$ cat src/logic/pgcfl_map.svh
`ifndef PGCFL_MAP_SVH
`define PGCFL_MAP_SVH
// Register byte addresses
`define PGCFL_OFF_CTRL      12'h000
`define PGCFL_OFF_FCL       12'h004
`define PGCFL_OFF_MPER      12'h008
`define PGCFL_OFF_OPER      12'h00c
`define PGCFL_OFF_MDUTY     12'h010
`define PGCFL_OFF_PDUTY     12'h014
`define PGCFL_OFF_SDUTY     12'h018
`define PGCFL_OFF_GLOBAL    12'h01c
`define PGCFL_OFF_STATUS    12'h020
// Generator control fields
`define PGCFL_B_FAULT_PENDING_FLAG     15
`define PGCFL_B_LIMSTAT     14
`define PGCFL_B_TRIGGER_PENDING_FLAG     13
`define PGCFL_B_FAULT_IRQ_ENABLE      12
`define PGCFL_B_LIMIEN      11
`define PGCFL_B_TRIGGER_IRQ_ENABLE      10
`define PGCFL_B_INDPER      9
`define PGCFL_B_MDUTY       8
`define PGCFL_B_CENTER      2
`define PGCFL_CTRL_WMASK    16'h1fff
// Fault / limit control fields
`define PGCFL_B_LIMPOL      9
`define PGCFL_B_LIMMOD      8
`define PGCFL_B_FLTPOL      2
`define PGCFL_FCL_RESET     16'h00f8
// Global control
`define PGCFL_B_GEN         15
// Status register fields
`define PGCFL_B_ST_CENTER   0
`define PGCFL_B_ST_LIMACT   1
`define PGCFL_B_ST_FLTACT   2
`define PGCFL_B_ST_PWM      3
`define PGCFL_B_ST_IRQ      4
`endif

$ cat src/logic/pgcfl_pkg.sv
package pgcfl_pkg;
    typedef enum logic [1:0] {PGCFL_UP, PGCFL_DOWN} pgcfl_dir_t;
endpackage

$ cat src/logic/pgcfl_counter.sv
`timescale 1ns/1ps
module pgcfl_counter #(
    parameter int W = 16
) (
    input  wire logic         core_clk,
    input  wire logic         rst_n,
    input  wire logic         run,
    input  wire logic         center,
    input  wire logic [W-1:0] period,
    input  wire logic [W-1:0] duty,
    output logic              pwm
);
    pgcfl_pkg::pgcfl_dir_t dir;
    pgcfl_pkg::pgcfl_dir_t next_dir;
    logic [W-1:0]          cnt;
    logic [W-1:0]          next_cnt;
    logic                  next_pwm;

    always_comb begin
        next_cnt = cnt;
        next_dir = dir;
        next_pwm = 1'b0;
        if (!run) begin
            next_cnt = '0;
            next_dir = pgcfl_pkg::PGCFL_UP;
        end else if (center) begin
            // Triangle count, so the pulse sits in the middle of the period
            case (dir)
                pgcfl_pkg::PGCFL_UP: begin
                    if (cnt >= period) begin
                        next_dir = pgcfl_pkg::PGCFL_DOWN;
                        next_cnt = cnt - W'(1);
                    end else begin
                        next_cnt = cnt + W'(1);
                    end
                end
                pgcfl_pkg::PGCFL_DOWN: begin
                    if (cnt == '0) begin
                        next_dir = pgcfl_pkg::PGCFL_UP;
                        next_cnt = W'(1);
                    end else begin
                        next_cnt = cnt - W'(1);
                    end
                end
                default: next_dir = pgcfl_pkg::PGCFL_UP;
            endcase
            next_pwm = cnt < duty;
        end else begin
            next_dir = pgcfl_pkg::PGCFL_UP;
            next_cnt = (cnt >= period) ? '0 : cnt + W'(1);
            next_pwm = cnt < duty;
        end
    end

    always_ff @(posedge core_clk) begin
        if (!rst_n) begin
            cnt <= '0;
            dir <= pgcfl_pkg::PGCFL_UP;
            pwm <= 1'b0;
        end else begin
            cnt <= next_cnt;
            dir <= next_dir;
            pwm <= next_pwm;
        end
    end
endmodule // pgcfl_counter

$ cat src/logic/pgcfl_top.sv
`timescale 1ns/1ps
`include "pgcfl_map.svh"
module pgcfl_top #(
    parameter int W = 16
) (
    input  wire logic        core_clk,
    input  wire logic        rst_n,
    input  wire logic        psel,
    input  wire logic        penable,
    input  wire logic        pwrite,
    input  wire logic [11:0] paddr,
    input  wire logic [31:0] pwdata,
    output logic      [31:0] prdata,
    output logic             pready,
    output logic             pslverr,
    input  wire logic        fault_in,
    input  wire logic        limit_in,
    input  wire logic        trigger_in,
    output logic             pwm_high,
    output logic             pwm_low,
    output logic             fault_irq,
    output logic             limit_irq,
    output logic             trigger_irq
);
    logic [15:0] ctrl;
    logic [15:0] fcl;
    logic [15:0] mper;
    logic [15:0] oper;
    logic [15:0] mduty;
    logic [15:0] pduty;
    logic [15:0] sduty;
    logic        gen;
    logic [15:0] next_ctrl;
    logic [15:0] next_fcl;
    logic [15:0] next_mper;
    logic [15:0] next_oper;
    logic [15:0] next_mduty;
    logic [15:0] next_pduty;
    logic [15:0] next_sduty;
    logic        next_gen;
    logic [31:0] next_prdata;
    logic        next_pready;
    logic        next_pslverr;
    logic [2:0]  sync1;
    logic [2:0]  sync2;
    logic        trg_prev;
    logic        fault_act;
    logic        limit_act;
    logic        trg_evt;
    logic        wr;
    logic        rd;
    logic        hit;
    logic        center_eff;
    logic [15:0] period_sel;
    logic [15:0] duty_h;
    logic [15:0] duty_l;
    logic        raw_h;
    logic        raw_l;
    logic        next_pwm_high;
    logic        next_pwm_low;
    logic        next_fault_irq;
    logic        next_limit_irq;
    logic        next_trigger_irq;

    // Pin inputs cross into core_clk
    always_ff @(posedge core_clk) begin
        if (!rst_n) begin
            sync1    <= '0;
            sync2    <= '0;
            trg_prev <= 1'b0;
        end else begin
            sync1    <= {trigger_in, limit_in, fault_in};
            sync2    <= sync1;
            trg_prev <= sync2[2];
        end
    end

    assign fault_act = sync2[0] ^ fcl[`PGCFL_B_FLTPOL];
    assign limit_act = ctrl_limit_on(fcl) & (sync2[1] ^ fcl[`PGCFL_B_LIMPOL]);
    assign trg_evt   = sync2[2] & ~trg_prev;

    function automatic logic ctrl_limit_on(input logic [15:0] f);
        return f[`PGCFL_B_LIMMOD];
    endfunction

    // Write commits on the edge where the master sees pready, never earlier
    assign wr = psel & penable & pwrite & pready;
    assign rd = psel & penable & ~pwrite & ~pready;

    always_comb begin
        hit = 1'b1;
        case (paddr)
            `PGCFL_OFF_CTRL, `PGCFL_OFF_FCL, `PGCFL_OFF_MPER, `PGCFL_OFF_OPER,
            `PGCFL_OFF_MDUTY, `PGCFL_OFF_PDUTY, `PGCFL_OFF_SDUTY,
            `PGCFL_OFF_GLOBAL, `PGCFL_OFF_STATUS: hit = 1'b1;
            default: hit = 1'b0;
        endcase
    end

    // Register writes and hardware-set flags; a clear wins over a set, as the clearing write also drops the enable
    always_comb begin
        next_ctrl  = ctrl;
        next_fcl   = fcl;
        next_mper  = mper;
        next_oper  = oper;
        next_mduty = mduty;
        next_pduty = pduty;
        next_sduty = sduty;
        next_gen   = gen;
        if (wr) begin
            case (paddr)
                `PGCFL_OFF_CTRL: begin
                    next_ctrl = (pwdata[15:0] & `PGCFL_CTRL_WMASK) | (ctrl & ~`PGCFL_CTRL_WMASK);
                    if (!pwdata[`PGCFL_B_FAULT_IRQ_ENABLE]) next_ctrl[`PGCFL_B_FAULT_PENDING_FLAG] = 1'b0;
                    if (!pwdata[`PGCFL_B_LIMIEN]) next_ctrl[`PGCFL_B_LIMSTAT] = 1'b0;
                    if (!pwdata[`PGCFL_B_TRIGGER_IRQ_ENABLE]) next_ctrl[`PGCFL_B_TRIGGER_PENDING_FLAG] = 1'b0;
                end
                `PGCFL_OFF_FCL:    next_fcl   = pwdata[15:0];
                `PGCFL_OFF_MPER:   next_mper  = pwdata[15:0];
                `PGCFL_OFF_OPER:   next_oper  = pwdata[15:0];
                `PGCFL_OFF_MDUTY:  next_mduty = pwdata[15:0];
                `PGCFL_OFF_PDUTY:  next_pduty = pwdata[15:0];
                `PGCFL_OFF_SDUTY:  next_sduty = pwdata[15:0];
                `PGCFL_OFF_GLOBAL: next_gen   = pwdata[`PGCFL_B_GEN];
                default: next_gen = gen;
            endcase
        end
        // Flags set only while enabled, so a disabled flag stays clear
        if (fault_act && next_ctrl[`PGCFL_B_FAULT_IRQ_ENABLE]) next_ctrl[`PGCFL_B_FAULT_PENDING_FLAG] = 1'b1;
        if (limit_act && next_ctrl[`PGCFL_B_LIMIEN]) next_ctrl[`PGCFL_B_LIMSTAT] = 1'b1;
        if (trg_evt && next_ctrl[`PGCFL_B_TRIGGER_IRQ_ENABLE]) next_ctrl[`PGCFL_B_TRIGGER_PENDING_FLAG] = 1'b1;
    end

    always_comb begin
        next_prdata  = '0;
        next_pready  = psel & penable & ~pready;
        next_pslverr = psel & penable & ~pready & ~hit;
        if (rd) begin
            case (paddr)
                `PGCFL_OFF_CTRL:   next_prdata[15:0] = ctrl;
                `PGCFL_OFF_FCL:    next_prdata[15:0] = fcl;
                `PGCFL_OFF_MPER:   next_prdata[15:0] = mper;
                `PGCFL_OFF_OPER:   next_prdata[15:0] = oper;
                `PGCFL_OFF_MDUTY:  next_prdata[15:0] = mduty;
                `PGCFL_OFF_PDUTY:  next_prdata[15:0] = pduty;
                `PGCFL_OFF_SDUTY:  next_prdata[15:0] = sduty;
                `PGCFL_OFF_GLOBAL: next_prdata[`PGCFL_B_GEN] = gen;
                `PGCFL_OFF_STATUS: begin
                    next_prdata[`PGCFL_B_ST_CENTER] = center_eff;
                    next_prdata[`PGCFL_B_ST_LIMACT] = limit_act;
                    next_prdata[`PGCFL_B_ST_FLTACT] = fault_act;
                    next_prdata[`PGCFL_B_ST_PWM]    = pwm_high;
                    next_prdata[`PGCFL_B_ST_IRQ]    = fault_irq | limit_irq | trigger_irq;
                end
                default: next_prdata = '0;
            endcase
        end
    end

    // Time base and duty routing
    assign period_sel = ctrl[`PGCFL_B_INDPER] ? oper : mper;
    assign center_eff = ctrl[`PGCFL_B_INDPER] & ctrl[`PGCFL_B_CENTER];
    assign duty_h     = ctrl[`PGCFL_B_MDUTY] ? mduty : pduty;
    assign duty_l     = ctrl[`PGCFL_B_MDUTY] ? mduty : sduty;

    pgcfl_counter #(.W(16)) u_cnt_h (
        .core_clk (core_clk),
        .rst_n    (rst_n),
        .run      (gen),
        .center   (center_eff),
        .period   (period_sel),
        .duty     (duty_h),
        .pwm      (raw_h)
    );
    pgcfl_counter #(.W(16)) u_cnt_l (
        .core_clk (core_clk),
        .rst_n    (rst_n),
        .run      (gen),
        .center   (center_eff),
        .period   (period_sel),
        .duty     (duty_l),
        .pwm      (raw_l)
    );

    always_comb begin
        // Active fault or limit forces both outputs off, the safe state
        next_pwm_high    = raw_h & ~fault_act & ~limit_act;
        next_pwm_low     = raw_l & ~fault_act & ~limit_act;
        next_fault_irq   = next_ctrl[`PGCFL_B_FAULT_PENDING_FLAG] & next_ctrl[`PGCFL_B_FAULT_IRQ_ENABLE];
        next_limit_irq   = next_ctrl[`PGCFL_B_LIMSTAT] & next_ctrl[`PGCFL_B_LIMIEN];
        next_trigger_irq = next_ctrl[`PGCFL_B_TRIGGER_PENDING_FLAG] & next_ctrl[`PGCFL_B_TRIGGER_IRQ_ENABLE];
    end

    always_ff @(posedge core_clk) begin
        if (!rst_n) begin
            ctrl        <= '0;
            fcl         <= `PGCFL_FCL_RESET;
            mper        <= '0;
            oper        <= '0;
            mduty       <= '0;
            pduty       <= '0;
            sduty       <= '0;
            gen         <= 1'b0;
            prdata      <= '0;
            pready      <= 1'b0;
            pslverr     <= 1'b0;
            pwm_high    <= 1'b0;
            pwm_low     <= 1'b0;
            fault_irq   <= 1'b0;
            limit_irq   <= 1'b0;
            trigger_irq <= 1'b0;
        end else begin
            ctrl        <= next_ctrl;
            fcl         <= next_fcl;
            mper        <= next_mper;
            oper        <= next_oper;
            mduty       <= next_mduty;
            pduty       <= next_pduty;
            sduty       <= next_sduty;
            gen         <= next_gen;
            prdata      <= next_prdata;
            pready      <= next_pready;
            pslverr     <= next_pslverr;
            pwm_high    <= next_pwm_high;
            pwm_low     <= next_pwm_low;
            fault_irq   <= next_fault_irq;
            limit_irq   <= next_limit_irq;
            trigger_irq <= next_trigger_irq;
        end
    end

    a_irq_fault_pair: assert property (@(posedge core_clk) disable iff (!rst_n)
        fault_irq == (ctrl[`PGCFL_B_FAULT_PENDING_FLAG] & ctrl[`PGCFL_B_FAULT_IRQ_ENABLE]))
        else $error("fault irq not flag and enable");
    a_irq_trig_pair: assert property (@(posedge core_clk) disable iff (!rst_n)
        trigger_irq == (ctrl[`PGCFL_B_TRIGGER_PENDING_FLAG] & ctrl[`PGCFL_B_TRIGGER_IRQ_ENABLE]))
        else $error("trigger irq not flag and enable");
    a_fault_clear_write: assert property (@(posedge core_clk) disable iff (!rst_n)
        wr && paddr == `PGCFL_OFF_CTRL && !pwdata[`PGCFL_B_FAULT_IRQ_ENABLE] |=> !ctrl[`PGCFL_B_FAULT_PENDING_FLAG])
        else $error("fault flag not cleared");
    a_limit_clear_write: assert property (@(posedge core_clk) disable iff (!rst_n)
        wr && paddr == `PGCFL_OFF_CTRL && !pwdata[`PGCFL_B_LIMIEN] |=> !ctrl[`PGCFL_B_LIMSTAT])
        else $error("limit flag not cleared");
    a_trig_clear_write: assert property (@(posedge core_clk) disable iff (!rst_n)
        wr && paddr == `PGCFL_OFF_CTRL && !pwdata[`PGCFL_B_TRIGGER_IRQ_ENABLE] |=> !ctrl[`PGCFL_B_TRIGGER_PENDING_FLAG])
        else $error("trigger flag not cleared");
    a_trig_flag_set: assert property (@(posedge core_clk) disable iff (!rst_n)
        trg_evt && ctrl[`PGCFL_B_TRIGGER_IRQ_ENABLE] && !wr |=> ctrl[`PGCFL_B_TRIGGER_PENDING_FLAG] && trigger_irq)
        else $error("trigger event lost");
    a_flag_sticky: assert property (@(posedge core_clk) disable iff (!rst_n)
        ctrl[`PGCFL_B_FAULT_PENDING_FLAG] && !wr |=> ctrl[`PGCFL_B_FAULT_PENDING_FLAG])
        else $error("fault flag dropped");
    a_center_gated: assert property (@(posedge core_clk) disable iff (!rst_n)
        !ctrl[`PGCFL_B_INDPER] |-> !center_eff)
        else $error("center active without independent period");
    a_period_route: assert property (@(posedge core_clk) disable iff (!rst_n)
        period_sel == (ctrl[`PGCFL_B_INDPER] ? oper : mper))
        else $error("period source wrong");
    a_limit_blocks: assert property (@(posedge core_clk) disable iff (!rst_n)
        fcl[`PGCFL_B_LIMMOD] && (sync2[1] != fcl[`PGCFL_B_LIMPOL]) |=> !pwm_high && !pwm_low)
        else $error("limit did not force outputs off");
    a_apb_answer: assert property (@(posedge core_clk) disable iff (!rst_n)
        psel && penable && !pready |=> pready ##1 !pready)
        else $error("apb answer not one cycle");
    a_fault_flag_set: assert property (@(posedge core_clk) disable iff (!rst_n)
        fault_act && ctrl[`PGCFL_B_FAULT_IRQ_ENABLE] && !wr |=> ctrl[`PGCFL_B_FAULT_PENDING_FLAG] && fault_irq)
        else $error("fault event lost");
    a_limit_flag_set: assert property (@(posedge core_clk) disable iff (!rst_n)
        limit_act && ctrl[`PGCFL_B_LIMIEN] && !wr |=> ctrl[`PGCFL_B_LIMSTAT] && limit_irq)
        else $error("limit event lost");
    a_flag_needs_enable: assert property (@(posedge core_clk) disable iff (!rst_n)
        !ctrl[`PGCFL_B_FAULT_PENDING_FLAG] || ctrl[`PGCFL_B_FAULT_IRQ_ENABLE])
        else $error("fault flag set while disabled");
    a_limit_mode_off: assert property (@(posedge core_clk) disable iff (!rst_n)
        !fcl[`PGCFL_B_LIMMOD] && !fault_act && raw_h |=> pwm_high)
        else $error("limit blocked output with mode off");
    a_irq_limit_pair: assert property (@(posedge core_clk) disable iff (!rst_n)
        limit_irq == (ctrl[`PGCFL_B_LIMSTAT] & ctrl[`PGCFL_B_LIMIEN]))
        else $error("limit irq not flag and enable");

    c_fault_irq: cover property (@(posedge core_clk) disable iff (!rst_n) $rose(fault_irq));
    c_trig_irq: cover property (@(posedge core_clk) disable iff (!rst_n) $rose(trigger_irq));
    c_center_run: cover property (@(posedge core_clk) disable iff (!rst_n) center_eff && gen);
    c_limit_hit: cover property (@(posedge core_clk) disable iff (!rst_n) limit_act && gen);
    c_limit_irq: cover property (@(posedge core_clk) disable iff (!rst_n) $rose(limit_irq));
endmodule // pgcfl_top

$ cat config.mk
export PLATFORM = sky130hd
export DESIGN_NAME = pgcfl_top
export DESIGN_NICKNAME = d
export VERILOG_FILES = /design/src/logic/pgcfl_pkg.sv /design/src/logic/pgcfl_counter.sv /design/src/logic/pgcfl_top.sv
export VERILOG_INCLUDE_DIRS = /design/src /design/src/logic
export SDC_FILE = /design/constraint.sdc
export NUM_CORES = 1
export LEC_CHECK = 0
export BUFFER_PORTS_ARGS = -buffer_cell sky130_fd_sc_hd__buf_2
export CORE_MARGIN = 10
export CORE_UTILIZATION = 35
export CTS_CLUSTER_DIAMETER = 80
export DETAILED_ROUTE_END_ITERATION = 8
export SLEW_MARGIN = 0
export SYNTH_ARGS = -nofsm -noshare
export SYNTH_HDL_FRONTEND = slang
export SYNTH_HIERARCHICAL = 1
export SYNTH_SLANG_ARGS = --single-unit
$ cat constraint.sdc
create_clock -name core_clk -period 4.3 [get_ports core_clk]
set_input_delay 0.86 -clock core_clk [delete_from_list [all_inputs] [get_ports core_clk]]
set_output_delay 0.86 -clock core_clk [all_outputs]
set_load 0.05 [all_outputs]
==> impl_results.md, run 1 <==
* Cell area after synthesis at 0.01122 sq mm
* Max_cap viols at 0
* Clock Path Buffers at 2
* Required @ worst endpoint at approximately 4600 ps
* Vias in the first global route at 10240
* DRC violation count after routing at 0
* Die Ht at 199.1 microns
* Initial Util at 35.56%
* Initial antenna violation count at 1
* Critical Path Source: ctrl[9]
* Hold buffer count at cts at 0
* Row cnt at 65
* TNS Setup at 0 ps
* Fill cells at 3251
* Max FO, Critical Path at 11
* Final Critical Period at 3758 ps
* Ys flop type: dfxtp_1
* FF-to-FF End: u_cnt_h/cnt[3]
* Power Dens Cells at ~280 mW/mm^2
* Fin crit share at 87.38%
* Total gr overflow at 0
* Startpoint types: flip-flop
* Sink Count at 179
* Dpl ws at 621.5 ps
* DRT Pass-1 Iters at 6
* CP Class: reg -> reg
* Fin nets at 1541
* Hold Vio Cnt, Final at 0
* Leakage at 4.444 nW
* Die ar. at 0.03962 sq mm
* Crit path DAT at 4080 ps
* Post-DP HPWL at 26.54 mm
* Core area at ~0.032 sq mm
* Post-CTS Setup Bufs at 0
* Reg2reg path depth at 11
* F_max at 266.1 MHz
* Ports at just over 90
* Clock Pin Slew Worst Setup and Hold Paths at 90 ps
* First-pass GRT wire length at 60.80 mm
* Synthesized area per cell at 7.869 sq um
* Largest net degree at the start of global routing at between 60 and 70
* Peak supply drop at 0.0002105 V
* Gpl congestion at 0.8937
* H-tree level count at 4
* Reg area at 0.003583 sq mm
* DRT iter0 DRCs at 1130
* Num CTS Buffers at 17
* Clk_skew at 14.53 ps
* Synth Instances at 1426
* Crit end category: flip-flop
* Synth async-reset ratio at 0%
* TritonCTS clock tree: built
* Setup violations, final at 0
* ANT nets after route at 0
* Vias at around 11000
* Actual slew at the worst max-slew pin at 1044 ps
* Global-route usage over all layers at 19.73%
* Setup ws final at 542.5 ps
* Dpl cells at 1804
* Worst skew pair latency at 450 ps
* Post-synth EDFFs at 0
* Cts repair resizes at 0
* Synth warnings at 6
* DR WL/cell at 21.17 microns
* RSZ-0062 raised after global routing: no
* Final instance area at 0.01234 sq mm
* Root Buffer: clkbuf_16
* Vias/cell at 5.961
* Worst R2R Setup Slack at ~540 ps
* Worst R2R Start: ctrl[9]
* Run status: finished clean
* IO buf count at slightly below 60
* Die extent in x at 199.1 microns
* Dpl cell area at 0.01176 sq mm
* Total chip power at 3.442 mW
* P&R area growth vs syn at 10.00%
* Final Non-Filler Cells at approximately 1800
* Post-synthesis sequential area ratio at 31.94%
* WHS Path Cells at 1
* Share of layout cells above drive strength 1 at 12.34%
* Wirelength, routed at 38.90 mm
* Library cells used by synthesis at 68
* Max-slew violation count at 0
* Yosys reg bits at 179
* Slew HR at between 30% and 40%
* Multi-input logic area at roughly 0.0067 sq mm
* Worst setup path endpoint: u_cnt_h/cnt[3]
* Hold crit path type: reg -> reg
[area by class of cell]
type / instances / share of cell area [%]
Multi-Input combinational cell: 1013 / 53.94
Sequential cell: 179 / 29.03
Tap cell: 402 / 4.075
Inverter: 118 / 3.588
Antenna cell: 1 / 0.02027
Clock buffer: 18 / 3.477
Timing Repair Buffer: 92 / 4.622
Clock inverter: 14 / 1.247
[worst max-delay path, cell delays in order, from the launching register on]
cell,delay [ps]
dfxtp_1,710
buf_4,280
mux2_2,400
inv_1,110
ha_1,250
nand4_1,160
nor2_1,70
or4_4,560
or3_1,500
buf_4,230
a32oi_1,220
o2111ai_1,120
[routing by layer]
metal / up-vias / share of wire, % / GRT usage [%]
met4: 4 / 3.1 / 7.573
met5: - / 0.19 / 1.451
met1: 5218 / 44 / 26.16
met3: 74 / 9.0 / 4.861
met2: 507 / 44 / 30.01
li1: 5148 / - / -
[layout by cell type, fill, tap and decap left out, types with 35 or more instances in the layout]
master   synthesis  routed
dfxtp_1        179     179
o21ai_0        153     153
nand3_1        152     152
a21oi_1        136     136
inv_1          117     117
nand2_1         72      72
ha_1            68      68
buf_2           26      58
nor2_1          53      53
a32oi_1         35      35
[synth_stat cells, drive strengths merged, types with 7 or more instances]
cell type / number / area share [%]
a21oi: 136 / 6.1
nor3: 25 / 1.2
nor4: 16 / 1.3
o21ai: 155 / 6.9
and4: 10 / 0.78
inv: 117 / 3.9
o211ai: 8 / 0.54
a31oi: 9 / 0.50
and3: 13 / 0.72
nor2: 53 / 1.8
a22oi: 20 / 1.3
mux2: 25 / 2.5
ha: 68 / 7.6
nand3: 153 / 6.9
nand4: 20 / 1.1
a41oi: 7 / 0.55
buf: 55 / 3.0
mux2i: 20 / 1.8
a211oi: 10 / 0.67
or4: 7 / 0.57
nor2b: 8 / 0.45
a21o: 16 / 1.1
or3: 12 / 0.67
a32oi: 35 / 2.7
and2: 18 / 1.0
mux4: 8 / 1.6
nand2: 72 / 2.4
o2bb2ai: 8 / 0.62
dfxtp: 179 / 32
clkbuf: 76 / 2.5
[report_power, final]
part           internal, mW  switching [mW]  total [mW]
combinational        0.0404           0.151       0.192
sequential             1.66         0.00110        1.66
clock                 0.782           0.808        1.59
total                  2.48           0.960        3.44
[kinds of logic (layout without fill, tap and decap cells)]
logic type	after synthesis	in the layout	synth area share [%]
AO/OA/AOI/OAI	434	434	23.54
flip-flops	179	179	31.94
multiplexers	53	53	5.899
buffers and inverters	249	242	9.456
XOR/XNOR	6	6	0.4683
adder cells (fa/ha/maj)	68	68	7.583
other	1	17	0.03342
AND/OR/NAND/NOR	436	436	21.09
[worst min path at each step]
| stage | start | to | slack [ps] |
|---|---|---|---|
| after floorplan | u_cnt_h/pwm | pwm_high | 410 |
| after CTS | sync1[1] | sync2[1] | 440 |
| after global placement | u_cnt_h/pwm | pwm_high | 410 |
| after global routing | sync1[1] | sync2[1] | 440 |
| final | sync1[1] | sync2[1] | 440 |
| after detailed placement | sync1[1] | sync2[1] | 420 |
[registers in the layout, summed over array words and instances, names as in the netlist, 3 cells and up]
name / flops
sync1: 3
sync2: 3
oper: 16
mper: 16
sduty: 16
prdata: 16
fcl: 16
ctrl: 16
pduty: 16
mduty: 16
u_cnt_h/cnt: 16
u_cnt_l/cnt: 16
[metrics by stage]
stage                     util (%)  hold slack (ps)
after detailed placement     37.26            419.2
after global placement       37.26            412.3
after floorplan                  -            405.7
after CTS                    39.11            436.2
final                        39.12            436.1
after global routing         39.11            440.0
(Power assumes the default switching activity.)
==> inputs of run 2 (changes only) <==
--- a/config.mk
+++ b/config.mk
@@ -8,7 +8,7 @@
 export LEC_CHECK = 0
 export BUFFER_PORTS_ARGS = -buffer_cell sky130_fd_sc_hd__buf_2
 export CORE_MARGIN = 10
-export CORE_UTILIZATION = 35
+export CORE_UTILIZATION = 32
 export CTS_CLUSTER_DIAMETER = 80
 export DETAILED_ROUTE_END_ITERATION = 8
 export SLEW_MARGIN = 0
==> run 2 against run 1 <==
  * Die area increased by 8.4%
  * Global-route usage decreased by 2.3 points
  * Sequential power about the same
  * Final area increased by 1.2%
  * Non-clock buffer count increased by 7
  * Critical endpoint is now u_cnt_l/cnt[6]
==> impl_results.md, run 2 (synthesis results as in run 1) <==
* Run status: finished clean
* Worst skew pair latency at 450 ps
* ANT nets after route at 0
* Worst R2R Start: ctrl[9]
* Total gr overflow at 0
* Worst R2R Setup Slack at 510 ps
* Gpl congestion at 0.8880
* Vias/cell at 5.835
* Row cnt at 68
* Die extent in x at about 210 microns
* Post-DP HPWL at between 20 and 30 mm
* Hold crit path type: reg -> reg
* Final Critical Period at 3794 ps
* Reg area at 0.003583 sq mm
* Ports at 91
* Crit end category: flip-flop
* Final Non-Filler Cells at 1896
* Die Ht at 207.3 microns
* Clk_skew at 13.67 ps
* Sink Count at 179
* Dpl ws at 556.4 ps
* Final Util at 36.18%
* Dpl cells at 1864
* Commonest non-fill, non-tap cells in the layout: dfxtp_1 (179), o21ai_0 (153), nand3_1 (152)
* Hold_ws at approximately 430 ps
* Vias in the first global route at 10540
* Slew HR at 36.76%
* Largest net degree at the start of global routing at 51
* Vias at 11060
* TritonCTS clock tree: built
* Share of layout cells above drive strength 1 at 12.84%
* Hold buffer count at cts at 0
* Power Dens Cells at 282.9 mW/mm^2
* P&R area growth vs syn at 11.37%
* Fin nets at 1548
* Wirelength, routed at just under 40 mm
* Leakage at 4.493 nW
* Num CTS Buffers at 17
* DR WL/cell at between 20 and 25 microns
* Root Buffer: clkbuf_16
* Max FO, Critical Path at 14
* Startpoint types: flip-flop
* Fill cells at 3638
* Clock Path Buffers at 2
* H-tree level count at 4
* Core area at 0.03454 sq mm
* Die ar. at 0.04295 sq mm
* Setup ws final at 506.4 ps
* Fin crit share at 88.22%
* Cts repair resizes at 0
* RSZ-0062 raised after global routing: no
* Antenna Cells at 0
* Commonest non-fill, non-tap cell in the layout: dfxtp_1
* Post-CTS Setup Bufs at 0
* Max_cap viols at 0
* DRC violation count after routing at 0
* Setup violations, final at 0
* DRT iter0 DRCs at 1238
* Max-slew violation count at 0
* Initial antenna violation count at 4
* Crit path DAT at about 4200 ps
* TNS Setup at 0 ps
* IO buf count at between 50 and 60
* Actual slew at the worst max-slew pin at roughly 950 ps
* First-pass GRT wire length at 60.78 mm
* Multi-input logic area at ~0.0067 sq mm
* F_max at around 260 MHz
* Hold Vio Cnt, Final at 0
* Required @ worst endpoint at 4670 ps
* DRT Pass-1 Iters at 7
* Peak supply drop at 0.0002555 V
* Global-route usage over all layers at between 15 and 20%
* Clock Pin Slew Worst Setup and Hold Paths at 80 ps
* Initial Util at 32.48%
* Hold_sp: u_cnt_h/pwm
* CP Class: reg -> reg
* Critical Path Source: ctrl[9]
run 2: final cells by class:
class	instances	share of cell area [%]
sequential	179	28.67
tap	455	4.555
clock buffer	17	3.404
inverter	118	3.544
multi-input combinational	1013	53.27
clock inverter	15	1.662
timing repair buffer	99	4.886
run 2: worst paths after layout:
kind	cells past startpoint	to
worst max-delay path	10	u_cnt_l/cnt[6]
worst min-delay path	1	pwm_high
worst max register to register	10	u_cnt_l/cnt[6]
worst min register to register	1	pwm_high
run 2: power by group:
| group | total [mW] | switching (mW) | internal (mW) |
|---|---|---|---|
| combinational | 0.196 | 0.155 | 0.0409 |
| sequential | 1.66 | 0.00109 | 1.66 |
| clock | 1.68 | 0.825 | 0.854 |
| total | 3.53 | 0.981 | 2.55 |
run 2: per-stage QoR:
stage / instance area (sq um) / total power, mW
2_1_floorplan: 11280 / 1.826
3_3_place_gp: 11860 / 1.889
3_5_place_dp: 11860 / 1.890
4_1_cts: 12500 / 3.549
5_1_grt: 12500 / 3.628
6_report: 12500 / 3.535
run 2: critical path, stage by stage, from the launching register on:
cell	delay, ps
dfxtp_1	860
buf_4	280
mux2_2	390
inv_1	70
ha_1	160
o21ai_1	80
a2111o_1	420
o32ai_2	430
or3_1	440
or3b_1	400
a32oi_1	190
run 2: layer usage:
metal  routed length (microns)  part of all wire [%]  global-route usage [%]  vias up
met4                      1358                   3.5                   7.577        4
met1                     16420                    42                   22.46     5298
met2                     17770                    46                   27.22      521
met3                      3299                   8.5                   3.986       82
met5                        27                 0.069                       0        -
li1                          -                     -                       -     5158
